$ cat src/rtl/ipr_pkg.sv
`default_nettype none
package ipr_pkg;
	// Register word offsets (byte addresses), one aligned word each.
	localparam logic [7:0] IPR_OFF_UART2_EXT2_TIMER5 = 8'h00;
	localparam logic [7:0] IPR_OFF_SPI2              = 8'h04;
	localparam logic [7:0] IPR_OFF_CAPTURE           = 8'h08;
	localparam logic [7:0] IPR_OFF_COMPARE5          = 8'h0C;
	localparam logic [7:0] IPR_OFF_PARALLEL_PORT     = 8'h10;
	localparam logic [7:0] IPR_OFF_I2C2              = 8'h14;
	localparam logic [7:0] IPR_OFF_RTC               = 8'h18;
	localparam int         IPR_NUM_REGS              = 7;
	localparam int         IPR_NUM_SRC               = 14;
	localparam int         IPR_PRIO_W                = 3;

	// Field low-bit positions inside a 16-bit register.
	localparam int IPR_POS_HI  = 12;
	localparam int IPR_POS_MH  = 8;
	localparam int IPR_POS_ML  = 4;
	localparam int IPR_POS_LO  = 0;

	// Priority codes.
	localparam logic [2:0] IPR_PRIO_RESET   = 3'h4;
	localparam logic [2:0] IPR_PRIO_DISABLE = 3'h0;
	localparam logic [2:0] IPR_PRIO_MAX     = 3'h7;

	// Source index order of the priority vector.
	typedef enum int {
		IPR_SRC_UART2_TX, IPR_SRC_UART2_RX, IPR_SRC_EXT_IRQ2, IPR_SRC_TIMER5,
		IPR_SRC_SPI2_EVENT, IPR_SRC_SPI2_FAULT, IPR_SRC_CAPTURE5, IPR_SRC_CAPTURE4,
		IPR_SRC_CAPTURE3, IPR_SRC_COMPARE5, IPR_SRC_PARALLEL_PORT, IPR_SRC_I2C2_MASTER,
		IPR_SRC_I2C2_SLAVE, IPR_SRC_RTC_CALENDAR
	} ipr_src_t;

	// Register index and low bit for each source, in source order.
	localparam int IPR_SRC_REG [IPR_NUM_SRC] = '{0, 0, 0, 0, 1, 1, 2, 2, 2, 3, 4, 5, 5, 6};
	localparam int IPR_SRC_POS [IPR_NUM_SRC] = '{IPR_POS_HI, IPR_POS_MH, IPR_POS_ML, IPR_POS_LO,
		IPR_POS_ML, IPR_POS_LO, IPR_POS_HI, IPR_POS_MH, IPR_POS_ML, IPR_POS_ML, IPR_POS_ML,
		IPR_POS_MH, IPR_POS_ML, IPR_POS_MH};

	// Latched AHB-Lite address phase.
	typedef struct packed {
		logic       write;
		logic       valid;
		logic [2:0] index;
		logic       mapped;
	} ipr_addr_phase_t;
endpackage
`default_nettype wire

$ cat src/rtl/ipr_interrupt_priority_regs.sv
// Local design decisions: register access over AHB-Lite and the register offsets.
`default_nettype none
module ipr_interrupt_priority_regs (
	input  wire logic                                                   core_clk,
	input  wire logic                                                   rst_n,
	input  wire logic                                                   hsel,
	input  wire logic [7:0]                                             haddr,
	input  wire logic [1:0]                                             htrans,
	input  wire logic                                                   hwrite,
	input  wire logic [2:0]                                             hsize,
	input  wire logic                                                   hready,
	input  wire logic [31:0]                                            hwdata,
	output logic      [31:0]                                            hrdata,
	output logic                                                        hreadyout,
	output logic                                                        hresp,
	output logic      [ipr_pkg::IPR_NUM_SRC*ipr_pkg::IPR_PRIO_W-1:0]    srcPrio,
	output logic      [ipr_pkg::IPR_NUM_SRC-1:0]                        srcEnable
);
	localparam int NSRC = ipr_pkg::IPR_NUM_SRC;
	localparam int PW   = ipr_pkg::IPR_PRIO_W;

	// The word decode serves at most seven words, and the bypass mask is built from three-bit fields.
	// A wider field or a longer bank would need a new decode rather than a changed constant.
	if (ipr_pkg::IPR_NUM_REGS > 7 || PW != 3) begin : g_bad_cfg
		$error("register count or field width not served by this bank");
	end

	// A field that reaches past bit 15 or into a missing word would be lost from the read view.
	for (genvar s = 0; s < NSRC; s++) begin : g_place_chk
		if (ipr_pkg::IPR_SRC_REG[s] >= ipr_pkg::IPR_NUM_REGS || ipr_pkg::IPR_SRC_POS[s] + PW > 16) begin : g_bad
			$error("priority field placed outside its register");
		end
	end

	ipr_pkg::ipr_addr_phase_t addrPhase_ff;
	logic [31:0]              hrdata_ff;
	logic [PW-1:0]            fieldPrio  [NSRC];
	logic [NSRC-1:0]          fieldEn;
	logic [NSRC*PW-1:0]       srcPrio_ff;
	logic [NSRC-1:0]          srcEnable_ff;
	logic [15:0]              regView    [ipr_pkg::IPR_NUM_REGS];
	logic [15:0]              nxt_rdata;
	logic                     addrMapped;
	logic [2:0]               addrIndex;
	logic                     wrCommit;
	logic                     rdTaken;

	// Decode the word address; anything beyond the seven words is unmapped.
	always_comb begin
		addrIndex  = haddr[4:2];
		addrMapped = (haddr[1:0] == 2'h0) && (haddr[7:5] == 3'h0) && (haddr[4:2] != 3'h7);
	end

	// Capture the address phase of a NONSEQ or SEQ transfer; IDLE and BUSY leave no data phase.
	always_ff @(posedge core_clk or negedge rst_n) begin
		if (!rst_n) begin
			addrPhase_ff <= '0;
		end else if (hready) begin
			addrPhase_ff.valid  <= hsel && htrans[1];
			addrPhase_ff.write  <= hwrite;
			addrPhase_ff.index  <= addrIndex;
			addrPhase_ff.mapped <= addrMapped;
		end
	end

	// Writes land in the data phase, so hwdata is only sampled then.
	assign wrCommit = addrPhase_ff.valid && addrPhase_ff.write && addrPhase_ff.mapped;

	// A read is taken whenever a selected NONSEQ or SEQ read address phase meets hready.
	assign rdTaken = hready && hsel && htrans[1] && !hwrite;

	// One field instance per source, placed by the package's index and position tables.
	for (genvar s = 0; s < NSRC; s++) begin : g_field
		localparam int REG = ipr_pkg::IPR_SRC_REG[s];
		localparam int POS = ipr_pkg::IPR_SRC_POS[s];
		ipr_prio_field u_field (
			.core_clk   (core_clk),
			.rst_n      (rst_n),
			.wrEn       (wrCommit && (addrPhase_ff.index == 3'(REG))),
			.wrData     (hwdata[POS+PW-1:POS]),
			.prio       (fieldPrio[s]),
			.srcEnabled (fieldEn[s])
		);
	end

	// Read view of each register; unlisted bits are constant zero so writes there vanish.
	always_comb begin
		for (int r = 0; r < ipr_pkg::IPR_NUM_REGS; r++) begin
			regView[r] = 16'h0000;
		end
		for (int s = 0; s < NSRC; s++) begin
			regView[ipr_pkg::IPR_SRC_REG[s]][ipr_pkg::IPR_SRC_POS[s] +: PW] = fieldPrio[s];
		end
	end

	// Read mux for the current address phase; an unmapped word reads zero.
	always_comb begin
		nxt_rdata = 16'h0000;
		if (addrMapped) begin
			nxt_rdata = regView[addrIndex];
		end
	end

	// Read data is registered at the address phase so hrdata comes from a flop.
	// A read right after a write to the same word would see the old value, so that case
	// bypasses the write data into the read path.
	always_ff @(posedge core_clk or negedge rst_n) begin
		if (!rst_n) begin
			hrdata_ff <= 32'h0000_0000;
		end else if (rdTaken) begin
			if (wrCommit && addrPhase_ff.index == addrIndex && addrMapped) begin
				hrdata_ff <= {16'h0000, bypassView(addrIndex, hwdata[15:0])};
			end else begin
				hrdata_ff <= {16'h0000, nxt_rdata};
			end
		end
	end

	// Masks a raw write word down to the implemented bits of register r.
	function automatic logic [15:0] bypassView(input logic [2:0] r, input logic [15:0] w);
		logic [15:0] m;
		m = 16'h0000;
		for (int s = 0; s < NSRC; s++) begin
			if (3'(ipr_pkg::IPR_SRC_REG[s]) == r) begin
				m[ipr_pkg::IPR_SRC_POS[s] +: PW] = 3'h7;
			end
		end
		return w & m;
	endfunction

	// Priorities and enables for the arbiter, one cycle after the write lands.
	always_ff @(posedge core_clk or negedge rst_n) begin
		if (!rst_n) begin
			srcPrio_ff   <= {NSRC{ipr_pkg::IPR_PRIO_RESET}};
			srcEnable_ff <= '1;
		end else begin
			for (int s = 0; s < NSRC; s++) begin
				srcPrio_ff[s*PW +: PW] <= fieldPrio[s];
			end
			srcEnable_ff <= fieldEn;
		end
	end

	assign hrdata    = hrdata_ff;
	assign hreadyout = 1'b1;
	assign hresp     = 1'b0;
	assign srcPrio   = srcPrio_ff;
	assign srcEnable = srcEnable_ff;

	// Checks.
	AST_DISABLED_NO_ENABLE: assert property (@(posedge core_clk) disable iff (!rst_n)
		srcEnable[0] == (srcPrio[2:0] != 3'h0))
		else $error("disabled source still enabled");
	AST_RESET_LEVEL_FOUR: assert property (@(posedge core_clk)
		$rose(rst_n) |-> (srcPrio[2:0] == 3'h4) && (srcPrio[41:39] == 3'h4))
		else $error("source not at level four after reset");
	AST_WRITE_VISIBLE: assert property (@(posedge core_clk) disable iff (!rst_n)
		wrCommit && addrPhase_ff.index == 3'h0 |-> ##2 srcPrio[11:9] == $past(hwdata[2:0], 2))
		else $error("timer5 level not updated after write");
	AST_UART2_TX_POS: assert property (@(posedge core_clk) disable iff (!rst_n)
		wrCommit && addrPhase_ff.index == 3'h0 |=> fieldPrio[0] == $past(hwdata[14:12]))
		else $error("uart2 tx field misplaced");
	AST_SPI2_EVENT_POS: assert property (@(posedge core_clk) disable iff (!rst_n)
		wrCommit && addrPhase_ff.index == 3'h1 |=> fieldPrio[4] == $past(hwdata[6:4]))
		else $error("spi2 event field misplaced");
	AST_CAPTURE5_POS: assert property (@(posedge core_clk) disable iff (!rst_n)
		wrCommit && addrPhase_ff.index == 3'h2 |=> fieldPrio[6] == $past(hwdata[14:12]))
		else $error("capture5 field misplaced");
	AST_RTC_POS: assert property (@(posedge core_clk) disable iff (!rst_n)
		wrCommit && addrPhase_ff.index == 3'h6 |=> fieldPrio[13] == $past(hwdata[10:8]))
		else $error("rtc field misplaced");
	AST_UPPER_ZERO: assert property (@(posedge core_clk) disable iff (!rst_n)
		hrdata[31:15] == 17'h0 && hrdata[11] == 1'b0 && hrdata[7] == 1'b0 && hrdata[3] == 1'b0)
		else $error("unimplemented read bits not zero");
	AST_OTHER_REG_KEEP: assert property (@(posedge core_clk) disable iff (!rst_n)
		wrCommit && addrPhase_ff.index != 3'h3 |=> $stable(fieldPrio[9]))
		else $error("compare5 changed by a foreign write");

	// Each remaining field lands at its own bit position one edge after its write data phase.
	AST_UART2_RX_POS: assert property (@(posedge core_clk) disable iff (!rst_n)
		wrCommit && addrPhase_ff.index == 3'h0 |=> fieldPrio[1] == $past(hwdata[10:8]))
		else $error("uart2 rx field misplaced");
	AST_EXT_IRQ2_POS: assert property (@(posedge core_clk) disable iff (!rst_n)
		wrCommit && addrPhase_ff.index == 3'h0 |=> fieldPrio[2] == $past(hwdata[6:4]))
		else $error("ext irq2 field misplaced");
	AST_TIMER5_POS: assert property (@(posedge core_clk) disable iff (!rst_n)
		wrCommit && addrPhase_ff.index == 3'h0 |=> fieldPrio[3] == $past(hwdata[2:0]))
		else $error("timer5 field misplaced");
	AST_SPI2_FAULT_POS: assert property (@(posedge core_clk) disable iff (!rst_n)
		wrCommit && addrPhase_ff.index == 3'h1 |=> fieldPrio[5] == $past(hwdata[2:0]))
		else $error("spi2 fault field misplaced");
	AST_CAPTURE4_POS: assert property (@(posedge core_clk) disable iff (!rst_n)
		wrCommit && addrPhase_ff.index == 3'h2 |=> fieldPrio[7] == $past(hwdata[10:8]))
		else $error("capture4 field misplaced");
	AST_CAPTURE3_POS: assert property (@(posedge core_clk) disable iff (!rst_n)
		wrCommit && addrPhase_ff.index == 3'h2 |=> fieldPrio[8] == $past(hwdata[6:4]))
		else $error("capture3 field misplaced");
	AST_COMPARE5_POS: assert property (@(posedge core_clk) disable iff (!rst_n)
		wrCommit && addrPhase_ff.index == 3'h3 |=> fieldPrio[9] == $past(hwdata[6:4]))
		else $error("compare5 field misplaced");
	AST_PARALLEL_PORT_POS: assert property (@(posedge core_clk) disable iff (!rst_n)
		wrCommit && addrPhase_ff.index == 3'h4 |=> fieldPrio[10] == $past(hwdata[6:4]))
		else $error("parallel port field misplaced");
	AST_I2C2_MASTER_POS: assert property (@(posedge core_clk) disable iff (!rst_n)
		wrCommit && addrPhase_ff.index == 3'h5 |=> fieldPrio[11] == $past(hwdata[10:8]))
		else $error("i2c2 master field misplaced");
	AST_I2C2_SLAVE_POS: assert property (@(posedge core_clk) disable iff (!rst_n)
		wrCommit && addrPhase_ff.index == 3'h5 |=> fieldPrio[12] == $past(hwdata[6:4]))
		else $error("i2c2 slave field misplaced");

	// Unimplemented positions of each word read zero whatever was written there.
	AST_SPI2_READ_ZERO: assert property (@(posedge core_clk) disable iff (!rst_n)
		rdTaken && addrMapped && addrIndex == 3'h1 |=> hrdata[15:7] == 9'h000 && hrdata[3] == 1'b0)
		else $error("spi2 word shows unimplemented bits");
	AST_CAPTURE_READ_ZERO: assert property (@(posedge core_clk) disable iff (!rst_n)
		rdTaken && addrMapped && addrIndex == 3'h2 |=> hrdata[3:0] == 4'h0)
		else $error("capture word shows unimplemented bits");
	AST_COMPARE5_READ_ZERO: assert property (@(posedge core_clk) disable iff (!rst_n)
		rdTaken && addrMapped && addrIndex == 3'h3 |=> hrdata[15:7] == 9'h000 && hrdata[3:0] == 4'h0)
		else $error("compare5 word shows unimplemented bits");
	AST_PARALLEL_READ_ZERO: assert property (@(posedge core_clk) disable iff (!rst_n)
		rdTaken && addrMapped && addrIndex == 3'h4 |=> hrdata[15:7] == 9'h000 && hrdata[3:0] == 4'h0)
		else $error("parallel port word shows unimplemented bits");
	AST_I2C2_READ_ZERO: assert property (@(posedge core_clk) disable iff (!rst_n)
		rdTaken && addrMapped && addrIndex == 3'h5 |=> hrdata[15:11] == 5'h00 && hrdata[3:0] == 4'h0)
		else $error("i2c2 word shows unimplemented bits");
	AST_RTC_READ_ZERO: assert property (@(posedge core_clk) disable iff (!rst_n)
		rdTaken && addrMapped && addrIndex == 3'h6 |=> hrdata[15:11] == 5'h00 && hrdata[7:0] == 8'h00)
		else $error("rtc word shows unimplemented bits");
	AST_UNMAPPED_READ_ZERO: assert property (@(posedge core_clk) disable iff (!rst_n)
		rdTaken && !addrMapped |=> hrdata == 32'h0000_0000)
		else $error("unmapped word does not read zero");

	// Writes to missing words and reads of any word leave the fields alone.
	AST_UNMAPPED_WRITE_KEEP: assert property (@(posedge core_clk) disable iff (!rst_n)
		addrPhase_ff.valid && addrPhase_ff.write && !addrPhase_ff.mapped |=> $stable(fieldPrio[0]) && $stable(fieldPrio[13]))
		else $error("unmapped write changed a field");
	AST_READ_KEEP: assert property (@(posedge core_clk) disable iff (!rst_n)
		addrPhase_ff.valid && !addrPhase_ff.write |=> $stable(fieldPrio[3]) && $stable(fieldPrio[10]))
		else $error("read changed a field");

	// The arbiter sees each field one edge after the field, and the code is the level itself.
	AST_LEVEL_FOLLOWS: assert property (@(posedge core_clk) disable iff (!rst_n)
		$past(rst_n) |-> srcPrio[41:39] == $past(fieldPrio[13]) && srcPrio[17:15] == $past(fieldPrio[5]))
		else $error("source level does not follow its field");
	AST_RTC_DISABLED: assert property (@(posedge core_clk) disable iff (!rst_n)
		srcEnable[13] == (srcPrio[41:39] != 3'h0))
		else $error("disabled rtc source still enabled");
	AST_MAX_IS_SEVEN: assert property (@(posedge core_clk) disable iff (!rst_n)
		fieldPrio[0] == 3'h7 |=> srcPrio[2:0] == 3'h7 && srcEnable[0])
		else $error("all-ones code is not level seven");
	AST_ONE_IS_LOWEST: assert property (@(posedge core_clk) disable iff (!rst_n)
		fieldPrio[3] == 3'h1 |=> srcPrio[11:9] == 3'h1 && srcEnable[3])
		else $error("code one is not level one");

	// Reset puts every source at level four, and read data stands until the next read is taken.
	AST_RESET_ALL_FOUR: assert property (@(posedge core_clk)
		$rose(rst_n) |-> srcPrio == {NSRC{ipr_pkg::IPR_PRIO_RESET}} && (&srcEnable))
		else $error("not every source at level four after reset");
	AST_READ_STANDS: assert property (@(posedge core_clk) disable iff (!rst_n)
		!rdTaken |=> $stable(hrdata))
		else $error("read data changed without a read");

	// A write to one word leaves the fields of every other word unchanged.
	AST_TIMER5_KEEP: assert property (@(posedge core_clk) disable iff (!rst_n)
		wrCommit && addrPhase_ff.index != 3'h0 |=> $stable(fieldPrio[3]))
		else $error("timer5 changed by a foreign write");
	AST_SPI2_KEEP: assert property (@(posedge core_clk) disable iff (!rst_n)
		wrCommit && addrPhase_ff.index != 3'h1 |=> $stable(fieldPrio[5]))
		else $error("spi2 fault changed by a foreign write");
	AST_CAPTURE_KEEP: assert property (@(posedge core_clk) disable iff (!rst_n)
		wrCommit && addrPhase_ff.index != 3'h2 |=> $stable(fieldPrio[6]))
		else $error("capture5 changed by a foreign write");
	AST_PARALLEL_KEEP: assert property (@(posedge core_clk) disable iff (!rst_n)
		wrCommit && addrPhase_ff.index != 3'h4 |=> $stable(fieldPrio[10]))
		else $error("parallel port changed by a foreign write");
	AST_I2C2_KEEP: assert property (@(posedge core_clk) disable iff (!rst_n)
		wrCommit && addrPhase_ff.index != 3'h5 |=> $stable(fieldPrio[11]))
		else $error("i2c2 master changed by a foreign write");
	AST_RTC_KEEP: assert property (@(posedge core_clk) disable iff (!rst_n)
		wrCommit && addrPhase_ff.index != 3'h6 |=> $stable(fieldPrio[13]))
		else $error("rtc changed by a foreign write");

	// Main scenarios that the tests are expected to reach.
	COV_WRITE: cover property (@(posedge core_clk) disable iff (!rst_n) wrCommit);
	COV_DISABLE: cover property (@(posedge core_clk) disable iff (!rst_n) !srcEnable[13]);
	COV_MAX: cover property (@(posedge core_clk) disable iff (!rst_n) srcPrio[2:0] == 3'h7);
	COV_UNMAPPED: cover property (@(posedge core_clk) disable iff (!rst_n) rdTaken && !addrMapped);
	COV_RTC_READ: cover property (@(posedge core_clk) disable iff (!rst_n) rdTaken && addrMapped && addrIndex == 3'h6);
endmodule
`default_nettype wire

$ cat src/rtl/ipr_prio_field.sv
`default_nettype none
// One three-bit priority field with its reset value and a decoded enable.
module ipr_prio_field (
	input  wire logic       core_clk,
	input  wire logic       rst_n,
	input  wire logic       wrEn,
	input  wire logic [2:0] wrData,
	output logic      [2:0] prio,
	output logic            srcEnabled
);
	logic [2:0] prio_ff;

	// Field loads 100 at reset so every source starts at level four.
	always_ff @(posedge core_clk or negedge rst_n) begin
		if (!rst_n) begin
			prio_ff <= ipr_pkg::IPR_PRIO_RESET;
		end else if (wrEn) begin
			prio_ff <= wrData;
		end
	end

	// The code is the level itself; zero means the source is disabled.
	assign prio       = prio_ff;
	assign srcEnabled = (prio_ff != ipr_pkg::IPR_PRIO_DISABLE);
endmodule
`default_nettype wire

$ cat config.mk
export PLATFORM = sky130hd
export DESIGN_NAME = ipr_interrupt_priority_regs
export DESIGN_NICKNAME = d
export VERILOG_FILES = /design/src/rtl/ipr_pkg.sv /design/src/rtl/ipr_interrupt_priority_regs.sv /design/src/rtl/ipr_prio_field.sv
export SDC_FILE = /design/constraint.sdc
export NUM_CORES = 1
export LEC_CHECK = 0
export BUFFER_PORTS_ARGS = -buffer_cell sky130_fd_sc_hd__buf_4
export CAP_MARGIN = 20
export CORE_MARGIN = 10
export CORE_UTILIZATION = 45
export CTS_BUF_LIST = sky130_fd_sc_hd__clkbuf_4 sky130_fd_sc_hd__clkbuf_8
export DETAILED_ROUTE_END_ITERATION = 6
export GPL_ROUTABILITY_DRIVEN = 0
export PLACE_DENSITY = 0.8
export SLEW_MARGIN = 10
export SYNTH_ARGS = -nofsm -noshare
export SYNTH_HDL_FRONTEND = slang
export SYNTH_SLANG_ARGS = --single-unit
$ cat constraint.sdc
create_clock -name core_clk -period 1.85 [get_ports core_clk]
set_clock_uncertainty 0.15 [all_clocks]
set_input_delay 0.555 -clock core_clk [delete_from_list [all_inputs] [get_ports core_clk]]
set_output_delay 0.555 -clock core_clk [all_outputs]
set_load 0.03 [all_outputs]
Yosys cells after proc, flatten, opt, wreduce, memory -nomap -nowiden
Cells that the tools add are included.

Word-level logic and storage cells: 96. Input port bits: 50. Flip-flop bits (word level): 136. Output and inout bits: 90.

Reductions and logical operators: 36. Order comparisons: 1. Bitwise logic cells: 2. Muxes and demuxes: 22. Equality and inequality tests: 14.

Operators by type and width (count): 2-to-1 mux 16 bit (4); 2-to-1 mux 3 bit (17); binary-select mux 16 bit (select 3 bit) (1); nonzero test 3 bit (14); logical AND 1 bit (17); bitwise AND 16 x 15 -> 16 bit (1); == test 3 bit, first input constant (3); == test 3 bit, second input constant (3); zero test 3 bit (3); == test 2 x 3 -> 1 bit, first input constant (2); == test 3 x 2 -> 1 bit, second input constant (2); greater-or-equal comparator 4 bit, second input constant (1); NOT 3 -> 4 bit (1); == test 1 x 3 -> 1 bit, first input constant (1); == test 3 x 1 -> 1 bit, second input constant (1); == test 3 bit (1); != test 3 bit, second input constant (1); zero test 2 bit (1); zero test 1 bit (1).

Longest topological paths before layout
Gate-level depths: netlist of the first run.

Depth after elaboration: 11. Gate-level depth with buffers: 6. Depth with buffers taken out: 4.

Cells and area by module
A second synthesis of the first run with hierarchy kept.

Cell total of the unflattened synthesis: 323. Area, all modules: 4556.9 um^2.

Modules (own cells, without submodules): ipr_interrupt_priority_regs (cells an instance 225, instances 1, area each 2927.8 um^2, sequential area each 1886.8 um^2); ipr_prio_field (cells an instance 7, instances 14, area each 116.4 um^2, sequential area each 76.3 um^2).

Least setup slack after synthesis of the first run
Ideal clock, no wire load.

Path type: input to register. From: input haddr[2]. To: register hrdata_ff[12], in the netlist hrdata[12]. Stages: 6. Slack: -120 ps. Arrival: 1699 ps. Setup time: 122 ps. Path buffers: 2. Required time: 1578 ps. Cells stage by stage: buf_6 -> xor2_1 -> nor4_4 -> buf_6 -> mux2i_1 -> o21ai_1.

Cells in the longest elaborated chain, start to end: 7. Elaborated cells between the ends (all ways): 18. Those cells by class: eq/ne: 3; mux: 9; bitwise: 2; reduce/logical: 4.

Ends and longest elaborated chain: start, declared (line ipr_interrupt_priority_regs.sv:7) `input wire logic [7:0] haddr,`; zero test 3 bit (line ipr_interrupt_priority_regs.sv:124) `if (3'(ipr_pkg::IPR_SRC_REG[s]) == r) begin`; 2-to-1 mux 3 bit (2 in series) (line ipr_interrupt_priority_regs.sv:124); 2-to-1 mux 3 bit (line ipr_interrupt_priority_regs.sv:111) `if (wrCommit && addrPhase_ff.index == addrIndex && addrMapped) begin`; 2-to-1 mux 3 bit (line ipr_interrupt_priority_regs.sv:110) `end else if (rdTaken) begin`; bitwise AND 16 x 15 -> 16 bit (line ipr_interrupt_priority_regs.sv:128) `return w & m;`; 2-to-1 mux 16 bit * (line ipr_interrupt_priority_regs.sv:111); end signal, assigned (line ipr_interrupt_priority_regs.sv:112) `hrdata_ff <= {16'h0000, bypassView(addrIndex, hwdata[15:0])};`; end signal, assigned (line ipr_interrupt_priority_regs.sv:114) `hrdata_ff <= {16'h0000, nxt_rdata};`; end, declared (line ipr_interrupt_priority_regs.sv:36) `logic [31:0] hrdata_ff;`.

Every way passes the cells marked *; elsewhere a longest branch is shown, timed or not. The select of a mux whose other input is x is not followed. A chain may end at the register's enable or synchronous reset.

Worst setup path in the final report of the first run
From: register srcEnable_ff[8], in the netlist srcEnable[8]. To: output srcEnable[8] (netlist name).

RTL lines: start, declared (line ipr_interrupt_priority_regs.sv:40) `logic [NSRC-1:0] srcEnable_ff;`; start signal, assigned (line ipr_interrupt_priority_regs.sv:140) `srcEnable_ff <= fieldEn;`; end, declared (line ipr_interrupt_priority_regs.sv:17) `output logic [ipr_pkg::IPR_NUM_SRC-1:0] srcEnable`.

No word-level cell between the ends.

==> results of run 1 <==
-- worst max path at each step --
stage	from	to	slack, ns	cells past startpoint
5_1_grt	addrPhase_ff[1]$_DFFE_PN0P_	hrdata[10]$_DFFE_PN0P_	0.0003	5
2_1_floorplan	haddr[2]	hrdata[12]$_DFFE_PN0P_	-0.11	6
4_1_cts	srcEnable[8]$_DFF_PN1_	srcEnable[8]	0.01	1
3_5_place_dp	haddr[0]	hrdata[5]$_DFFE_PN0P_	-0.32	5
3_3_place_gp	haddr[0]	hrdata[2]$_DFFE_PN0P_	-0.25	6
6_report	srcEnable[8]$_DFF_PN1_	srcEnable[8]	0.05	1
-- registers in the layout, summed over array words and instances, names as in the netlist --
name                  cells
srcEnable                14
addrPhase_ff              6
g_field.u_field.prio     42
srcPrio                  42
hrdata                   12
-- power by group --
group / switching [mW] / internal [mW]
clock: 1.01 / 1.67
sequential: 0.0805 / 2.69
combinational: 0.379 / 0.245
total: 1.47 / 4.61
-- metal layers --
layer  track usage, %  up-vias  routed length [um]
met5                0        -                   0
met4             4.55        0                 112
met3             6.93       14                 922
met2             23.6      111                5280
met1             17.4     1491                4430
li1                 -     1328                   -
-- cells by family (layout without fill, tap and decap cells) --
| group | Yosys count | in the layout | synth area share (%) |
|---|---|---|---|
| xor gates and xnor gates | 4 | 4 | 0.757 |
| other | 2 | 22 | 0.162 |
| and+or+nand+nor | 61 | 61 | 8.51 |
| AOI/OAI and AO/OA | 27 | 27 | 4.32 |
| DFF | 116 | 116 | 63.8 |
| buffers and inverters | 37 | 162 | 5.46 |
| muxes | 64 | 64 | 16.9 |
-- layout make-up --
class                   instances  share of cell area (%)
clock inverters                12                    3.33
flip-flops and latches        116                    48.5
multi-input cells             178                    24.9
well taps                     133                    2.73
repair buffers                125                    16.0
inverters                       5                   0.308
clock buffers                  20                    4.31
-- stage by stage --
| step | setup TNS (ns) | instances | cell area [um2] | util, % |
|---|---|---|---|---|
| floorplan | -0.628 | 331 | 4730 | - |
| global placement | -2.81 | 556 | 5610 | 56.6 |
| detailed placement | -3.34 | 556 | 5610 | 56.6 |
| CTS | 0 | 589 | 6090 | 61.4 |
| global route | 0 | 589 | 6100 | 61.5 |
| finish | 0 | 589 | 6100 | 61.5 |
-- layout by cell type, fill, tap and decap left out, drive strengths merged, types with 5 or more instances in the layout --
cell type,netlist,layout
buf,30,124
dfrtp,74,74
mux2,55,55
dfstp,42,42
conb,2,22
clkbuf,2,20
or3,15,15
nand2,10,10
o21ai,8,8
mux2i,6,6
a22oi,6,6
inv,5,6
nor2,5,5
bufinv,0,5
-- what timing repair did --
item | in CTS | in global routing
hold buffers | 1 | 0
gates resized for setup | 1 | 3
setup endpoints to repair | 5 | 3
endpoints found under the hold margin | 15 | 0
==> results list, run 1 <==
- Detailed routing inserted a total of 2944 vias.
- Dominant synthesized flop cell: sky130_fd_sc_hd__dfrtp_1
* YS warnings: 0
* Number of synthesized flops with an enable pin: 0
* Remaining number of nets flagged by the antenna check after routing: 0
* Ratio of cells with drive above 1 in the final layout: 56.8%
- Category of the worst setup path launch point: register
* Highest attainable clock frequency: 554 MHz
* Number of hold-slack violations in the final timing report: 0
- Count of input and output buffers: 93
- Pwr per Cell Area: 997 nW/um2
- TritonCTS built the clock tree.
- TritonCTS created 17 clock buffers.
- Sequential fraction of the synthesis area: 63.8%
- Cell chain of the critical path: buf_4
- The number of max-slew violations in the final report came to 0.
* Setup-failing EPs final: 0
* Crit Path Max Fanout: 1
- The worst setup path is of the register to primary output kind.
* Final Cycle Share: 97.5%
* Ranking of synthesized cells by instance count: sky130_fd_sc_hd__dfrtp_1, sky130_fd_sc_hd__dfstp_2, sky130_fd_sc_hd__mux2_2, sky130_fd_sc_hd__buf_4, sky130_fd_sc_hd__or3_1
- Synth top area cells: sky130_fd_sc_hd__dfrtp_1, sky130_fd_sc_hd__dfstp_2, sky130_fd_sc_hd__mux2_2
- Endpoint class of the critical path: primary output
* Routed WL per cell: 18.2 um
- Post-synth top area share: 40.0%
* Slowest stage cell, crit path: sky130_fd_sc_hd__dfstp_2
- Clock-pin slew on the worst setup and hold paths: 0.07 ns
- Register-to-register setup slack: 0.05 ns
- First-pass iteration count of the detailed router: 4
- The die covers 14700 um2.
- Maximum number of pins on one net before global-route repair: 42
* Post-Route Hold Slack: 0.219 ns
* Routed wire length: 10700 um
* Maximum clock path buffer count: 2
- Result of the run: completed
- Placement-stage worst setup slack: -0.319 ns
- Family with the most delay on the worst path: flip-flops
- Clock latency at the later pin of the worst-skew pair: 0.43 ns
* Antenna diode count: 0
- Worst path arrival time: 1.10 ns
- In this run the static leakage power is 2.85 nW.
* Area growth from synthesis to layout: 31.7%
* Worst Reg2Reg Path Length in Cells: 2
* Number of cells traversed by the worst hold path: 2
* Root Buffer Master: sky130_fd_sc_hd__clkbuf_8
* Classification of the worst-slack hold path: input port to register
- The total overflow left after global routing is 0.
* Via count of the first global-routing pass: 3283
- After clock tree synthesis, the setup repair step added 0 buffers.
- Dividing the detail-routed via count by the number of cells gives 5.00.
- Clock tree synthesis found a total of 116 sinks.
- Post-layout total power: 6.07 mW
* Area taken by multi-input logic gates: 1520 um2
* CTS HTree Levels: 4
- Antenna violations before repair: 0
* Core area: 9910 um2
- Cell accounting for the most synthesized area: sky130_fd_sc_hd__dfrtp_1
* Global-route wire length before repair: 17100 um
* Final critical-path required period: 1.80 ns
* RSZ-0062 raised after global routing: false
- The initial utilization of the core area, before any placement, comes to 46.7%.
- In the final design database the tool counted 493 nets.
* Flip-flop and latch count after synthesis: 116
* IR Drop Worst-Case VDD: 0.480 mV
* Row count: 36
* Global-route total usage across every layer: 14.8%
- Top-Level Pins: 140
- DRC marker count from the first detailed-route iteration: 148
- The startpoint identified for the worst hold timing path is hwdata[13].
- Count of max-cap constraint violations: 0
- After technology mapping, the gate count stands at 311.
- Ys async rst share: 100%
* Sequential Area: 2960 um2
* Die Ht: 121 um
* Placed wire-length estimate: 7970 um
- STA puts the critical path data required time at 1.14 ns.
- Together, buffers and inverters on the worst path number 1.
- Post-Synthesis Cell Area: 4630 um2
- Endpoint of the worst hold-timing path: g_field[6].u_field.prio[1]$_DFFE_PN0P_
* Mean Syn Cell Area: 14.9 um2
- Post-detailed-route DRC marker count: 0
* Post-layout worst setup margin: 0.0458 ns
- The startpoint identified for the worst register-to-register timing path is addrPhase_ff[3]$_DFFE_PN0P_.
- In this run, distinct cell masters in the synthesized netlist total 41.
* Most numerous cell in the Yosys netlist: sky130_fd_sc_hd__dfrtp_1
- Layout fillers: 778
- On the worst path, the slowest cell contributes a delay of 0.52 ns.
- From left edge to right edge, the die measures 121 um.
- The worst register-to-register path ends at g_field[2].u_field.prio[0]$_DFFE_PN0P_.
Note: power is estimated with default switching activity, not from simulation.
==> run 2, diff against run 1 <==
--- a/config.mk
+++ b/config.mk
@@ -7,12 +7,14 @@
 export LEC_CHECK = 0
 export BUFFER_PORTS_ARGS = -buffer_cell sky130_fd_sc_hd__buf_4
 export CAP_MARGIN = 20
+export CELL_PAD_IN_SITES_DETAIL_PLACEMENT = 1
+export CELL_PAD_IN_SITES_GLOBAL_PLACEMENT = 2
 export CORE_MARGIN = 10
-export CORE_UTILIZATION = 45
+export CORE_UTILIZATION = 38
 export CTS_BUF_LIST = sky130_fd_sc_hd__clkbuf_4 sky130_fd_sc_hd__clkbuf_8
 export DETAILED_ROUTE_END_ITERATION = 6
 export GPL_ROUTABILITY_DRIVEN = 0
-export PLACE_DENSITY = 0.8
+export PLACE_DENSITY = 0.95
 export SLEW_MARGIN = 10
 export SYNTH_ARGS = -nofsm -noshare
 export SYNTH_HDL_FRONTEND = slang
==> constraint.sdc (replaced) <==
create_clock -name core_clk -period 2.08 [get_ports core_clk]
set_clock_uncertainty 0.15 [all_clocks]
set_input_delay 0.624 -clock core_clk [delete_from_list [all_inputs] [get_ports core_clk]]
set_output_delay 0.624 -clock core_clk [all_outputs]
set_load 0.03 [all_outputs]
==> results list, run 2 (synthesis results as in run 1) <==
* Result of the run: completed (unchanged)
- Number of instances in the placed design: 557 (was 556)
- Cell chain of the critical path: nand4_1 > or3_1 > mux2_1 (was buf_4).
- Slowest stage cell, crit path: sky130_fd_sc_hd__or3_1 (was sky130_fd_sc_hd__dfstp_2)
- The type of the worst setup path is register to register (was register to primary output).
* Commonest non-fill, non-tap cells in the layout: sky130_fd_sc_hd__buf_4, sky130_fd_sc_hd__dfrtp_1, sky130_fd_sc_hd__dfstp_2, sky130_fd_sc_hd__mux2_2, sky130_fd_sc_hd__conb_1 (unchanged)
- Area taken by multi-input logic gates: 1500 um2 (was 1520 um2)
* CP Data Required Time: 2.24 ns (was 1.14 ns)
- Placed wire-length estimate: 8560 um (was 7970 um)
- Global-route total usage across every layer: 14.3% (was 14.8%)
- First-pass iteration count of the detailed router: 4 (unchanged)
- The worst hold slack came to 0.114 ns (was 0.219 ns).
* Clock latency at the later pin of the worst-skew pair: 0.44 ns (was 0.43 ns)
- Layout fillers: 1243 (was 778)
- The number of buffers inserted by port buffering came to 93 (unchanged).
* Row count: 40 (was 36)
* Routed WL per cell: 19.7 um (was 18.2 um)
- CTS HTree Levels: 4 (unchanged)
- The finished layout cell area was 5900 um2 (was 6100 um2).
* Post-CTS resize count: 0 (was 1)
* Top-Level Pins: 140 (unchanged)
- Net count reported at finish: 479 (was 493)
- The total cell area at the placement stage came to 5510 um2 (was 5610 um2).
- The width of the chip came to 130 um (was 121 um).
- The number of setup violations in the final report was 0 (unchanged).
- The number of max-slew violations in the final report was 0 (unchanged).
* Highest attainable clock frequency: 513 MHz
* Sequential Area: 2960 um2 (about the same)
- The number of diodes added for antenna fixing was 0 (unchanged).
- The leftover overflow at the end of global routing was 0 (unchanged).
- The sort of element at the start of the critical path is a register (unchanged).
- Post-layout worst setup margin: 0.129 ns (was 0.0458 ns)
* Area growth from synthesis to layout: 27.4% (was 31.7%)
- Layout Cells excl Fill: 589 (unchanged)
* Worst slew slack as a fraction of its limit: 59.5%
- The leakage dissipation came to 2.76 nW (was 2.85 nW).
* Clock-pin slew on the worst setup and hold paths: 0.07 ns (about the same)
- The wire length of the first global-routing pass was 18500 um (was 17100 um).
- The total wire length is 11600 um (was 10700 um).
* Ratio of cells with drive above 1 in the final layout: 55.0% (was 56.8%)
- Classification of the worst-slack hold path: input port to async pin (was input port to register)
- The top fanout value on the critical path came to 9 (was 1).
- Maximum number of pins on one net before global-route repair: 117 (was 42)
- The maximum ir drop on the vdd rail came to 0.483 mV (was 0.480 mV).
- The total CTS buffers came to 17 (unchanged).
- Pwr per Cell Area: 841 nW/um2 (was 997 nW/um2)
- The leading cell type in the layout, fill and taps excluded was sky130_fd_sc_hd__buf_4 (unchanged).
* Actual slew at the worst max-slew pin: 0.608 ns
- Count of max-cap constraint violations: 0 (unchanged)
* Post-detailed-route DRC marker count: 0 (unchanged)
- Post-DR vias/cell: 4.94 (was 5.00)
* Clock Sink Count: 116 (unchanged)
- The core outline area was 12000 um2 (was 9910 um2).
- Post CTS Setup Buffer Count: 0 (unchanged)
- DRC marker count from the first detailed-route iteration: 205 (was 148)
- Hold Buf Count CTS: 0 (was 1)
- Die Footprint: 17000 um2 (was 14700 um2)
* Remaining number of nets flagged by the antenna check after routing: 0 (unchanged)
* Final critical-path required period: 1.95 ns
- Starting density of the core: 38.7% (was 46.7%)
- Maximum clock path buffer count: 2 (unchanged)
- Number of hold-slack violations in the final timing report: 0 (unchanged)
- The die height was 130 um (was 121 um).
- The initial antenna violation count was 0 (unchanged).
* Via count of the first global-routing pass: 3337 (was 3283)
* Worst path arrival time: 2.11 ns (was 1.10 ns)
- Longest individual stage delay on the worst path: 0.59 ns (was 0.52 ns)
- Root Buffer Master: sky130_fd_sc_hd__clkbuf_8 (unchanged)
- The clock tree from TritonCTS is built (unchanged).
- Dividing the final minimum period by the clock period gives 93.8%.
- Via count: 2908 (was 2944)
- Placement-stage worst setup slack: -0.155 ns (was -0.319 ns)
- RSZ-0062 raised after global routing: false (unchanged)
* Endpoint class of the critical path: register (was primary output)
==> run 2: changes by cell type in the layout (fill, tap and decap cells not counted), moves of 2 or more <==
cell                         previous run  this run
sky130_fd_sc_hd__bufinv_16              5         1
sky130_fd_sc_hd__o21ai_1                6         3
sky130_fd_sc_hd__buf_6                  2         0
sky130_fd_sc_hd__clkbuf_4               2         6
sky130_fd_sc_hd__clkbuf_8              18        21
sky130_fd_sc_hd__clkinv_2               1         4
sky130_fd_sc_hd__o21ai_0                2         5
sky130_fd_sc_hd__clkinvlp_4             4         0
sky130_fd_sc_hd__buf_4                120       109
==> run 2: report_power, final <==
part	switching, mW	internal [mW]	total [mW]
sequential	0.0754	2.39	2.47
combinational	0.333	0.200	0.534
clock	0.817	1.14	1.96
total	1.23	3.73	4.96
==> run 2: layer usage <==
metal | vias up | GRT usage [%] | part of all wire [%]
met1 | 1507 | 15.7 | 40
li1 | 1306 | - | -
met3 | 14 | 5.44 | 6.1
met4 | 0 | 6.21 | 1.7
met2 | 81 | 24.3 | 52
met5 | - | 0 | 0
==> run 2: critical path: cells and delay by family, from the launching register on <==
kind             cells  cell delay (ns)
DFF                  1             0.51
muxes                1             0.41
and+or+nand+nor      2             0.75
==> run 2: worst paths after layout <==
check	slack (ns)	cells after the start	startpoint	endpoint
max	0.13	3	addrPhase_ff[2]$_DFFE_PN0P_	g_field[6].u_field.prio[0]$_DFFE_PN0P_
min	0.11	2	rst_n	srcPrio[1]$_DFF_PN0_
max reg2reg	0.13	3	addrPhase_ff[2]$_DFFE_PN0P_	g_field[6].u_field.prio[0]$_DFFE_PN0P_
min reg2reg	0.23	0	g_field[11].u_field.prio[2]$_DFFE_PN1P_	srcPrio[35]$_DFF_PN1_
max in group asynchronous	1.20	2	rst_n	srcPrio[12]$_DFF_PN0_
min in group core_clk	0.23	0	g_field[11].u_field.prio[2]$_DFFE_PN1P_	srcPrio[35]$_DFF_PN1_
==> run 2: cell type report <==
class	count	share of cell area [%]
flip-flops and latches	116	50.1
multi-input cells	178	25.4
repair buffers	111	14.6
clock buffers	27	5.67
well taps	147	3.12
clock inverters	5	0.849
inverters	5	0.318
==> run 2: per-stage QoR <==
step / total power, mW / TNS, ns / util [%]
finish: 4.96 / 0 / 49.3
floorplan: 2.82 / 0 / -
global route: 5.21 / 0 / 49.3
CTS: 5.03 / 0 / 49.3
global placement: 3.02 / -0.915 / 46.1
detailed placement: 3.05 / -1.24 / 46.1
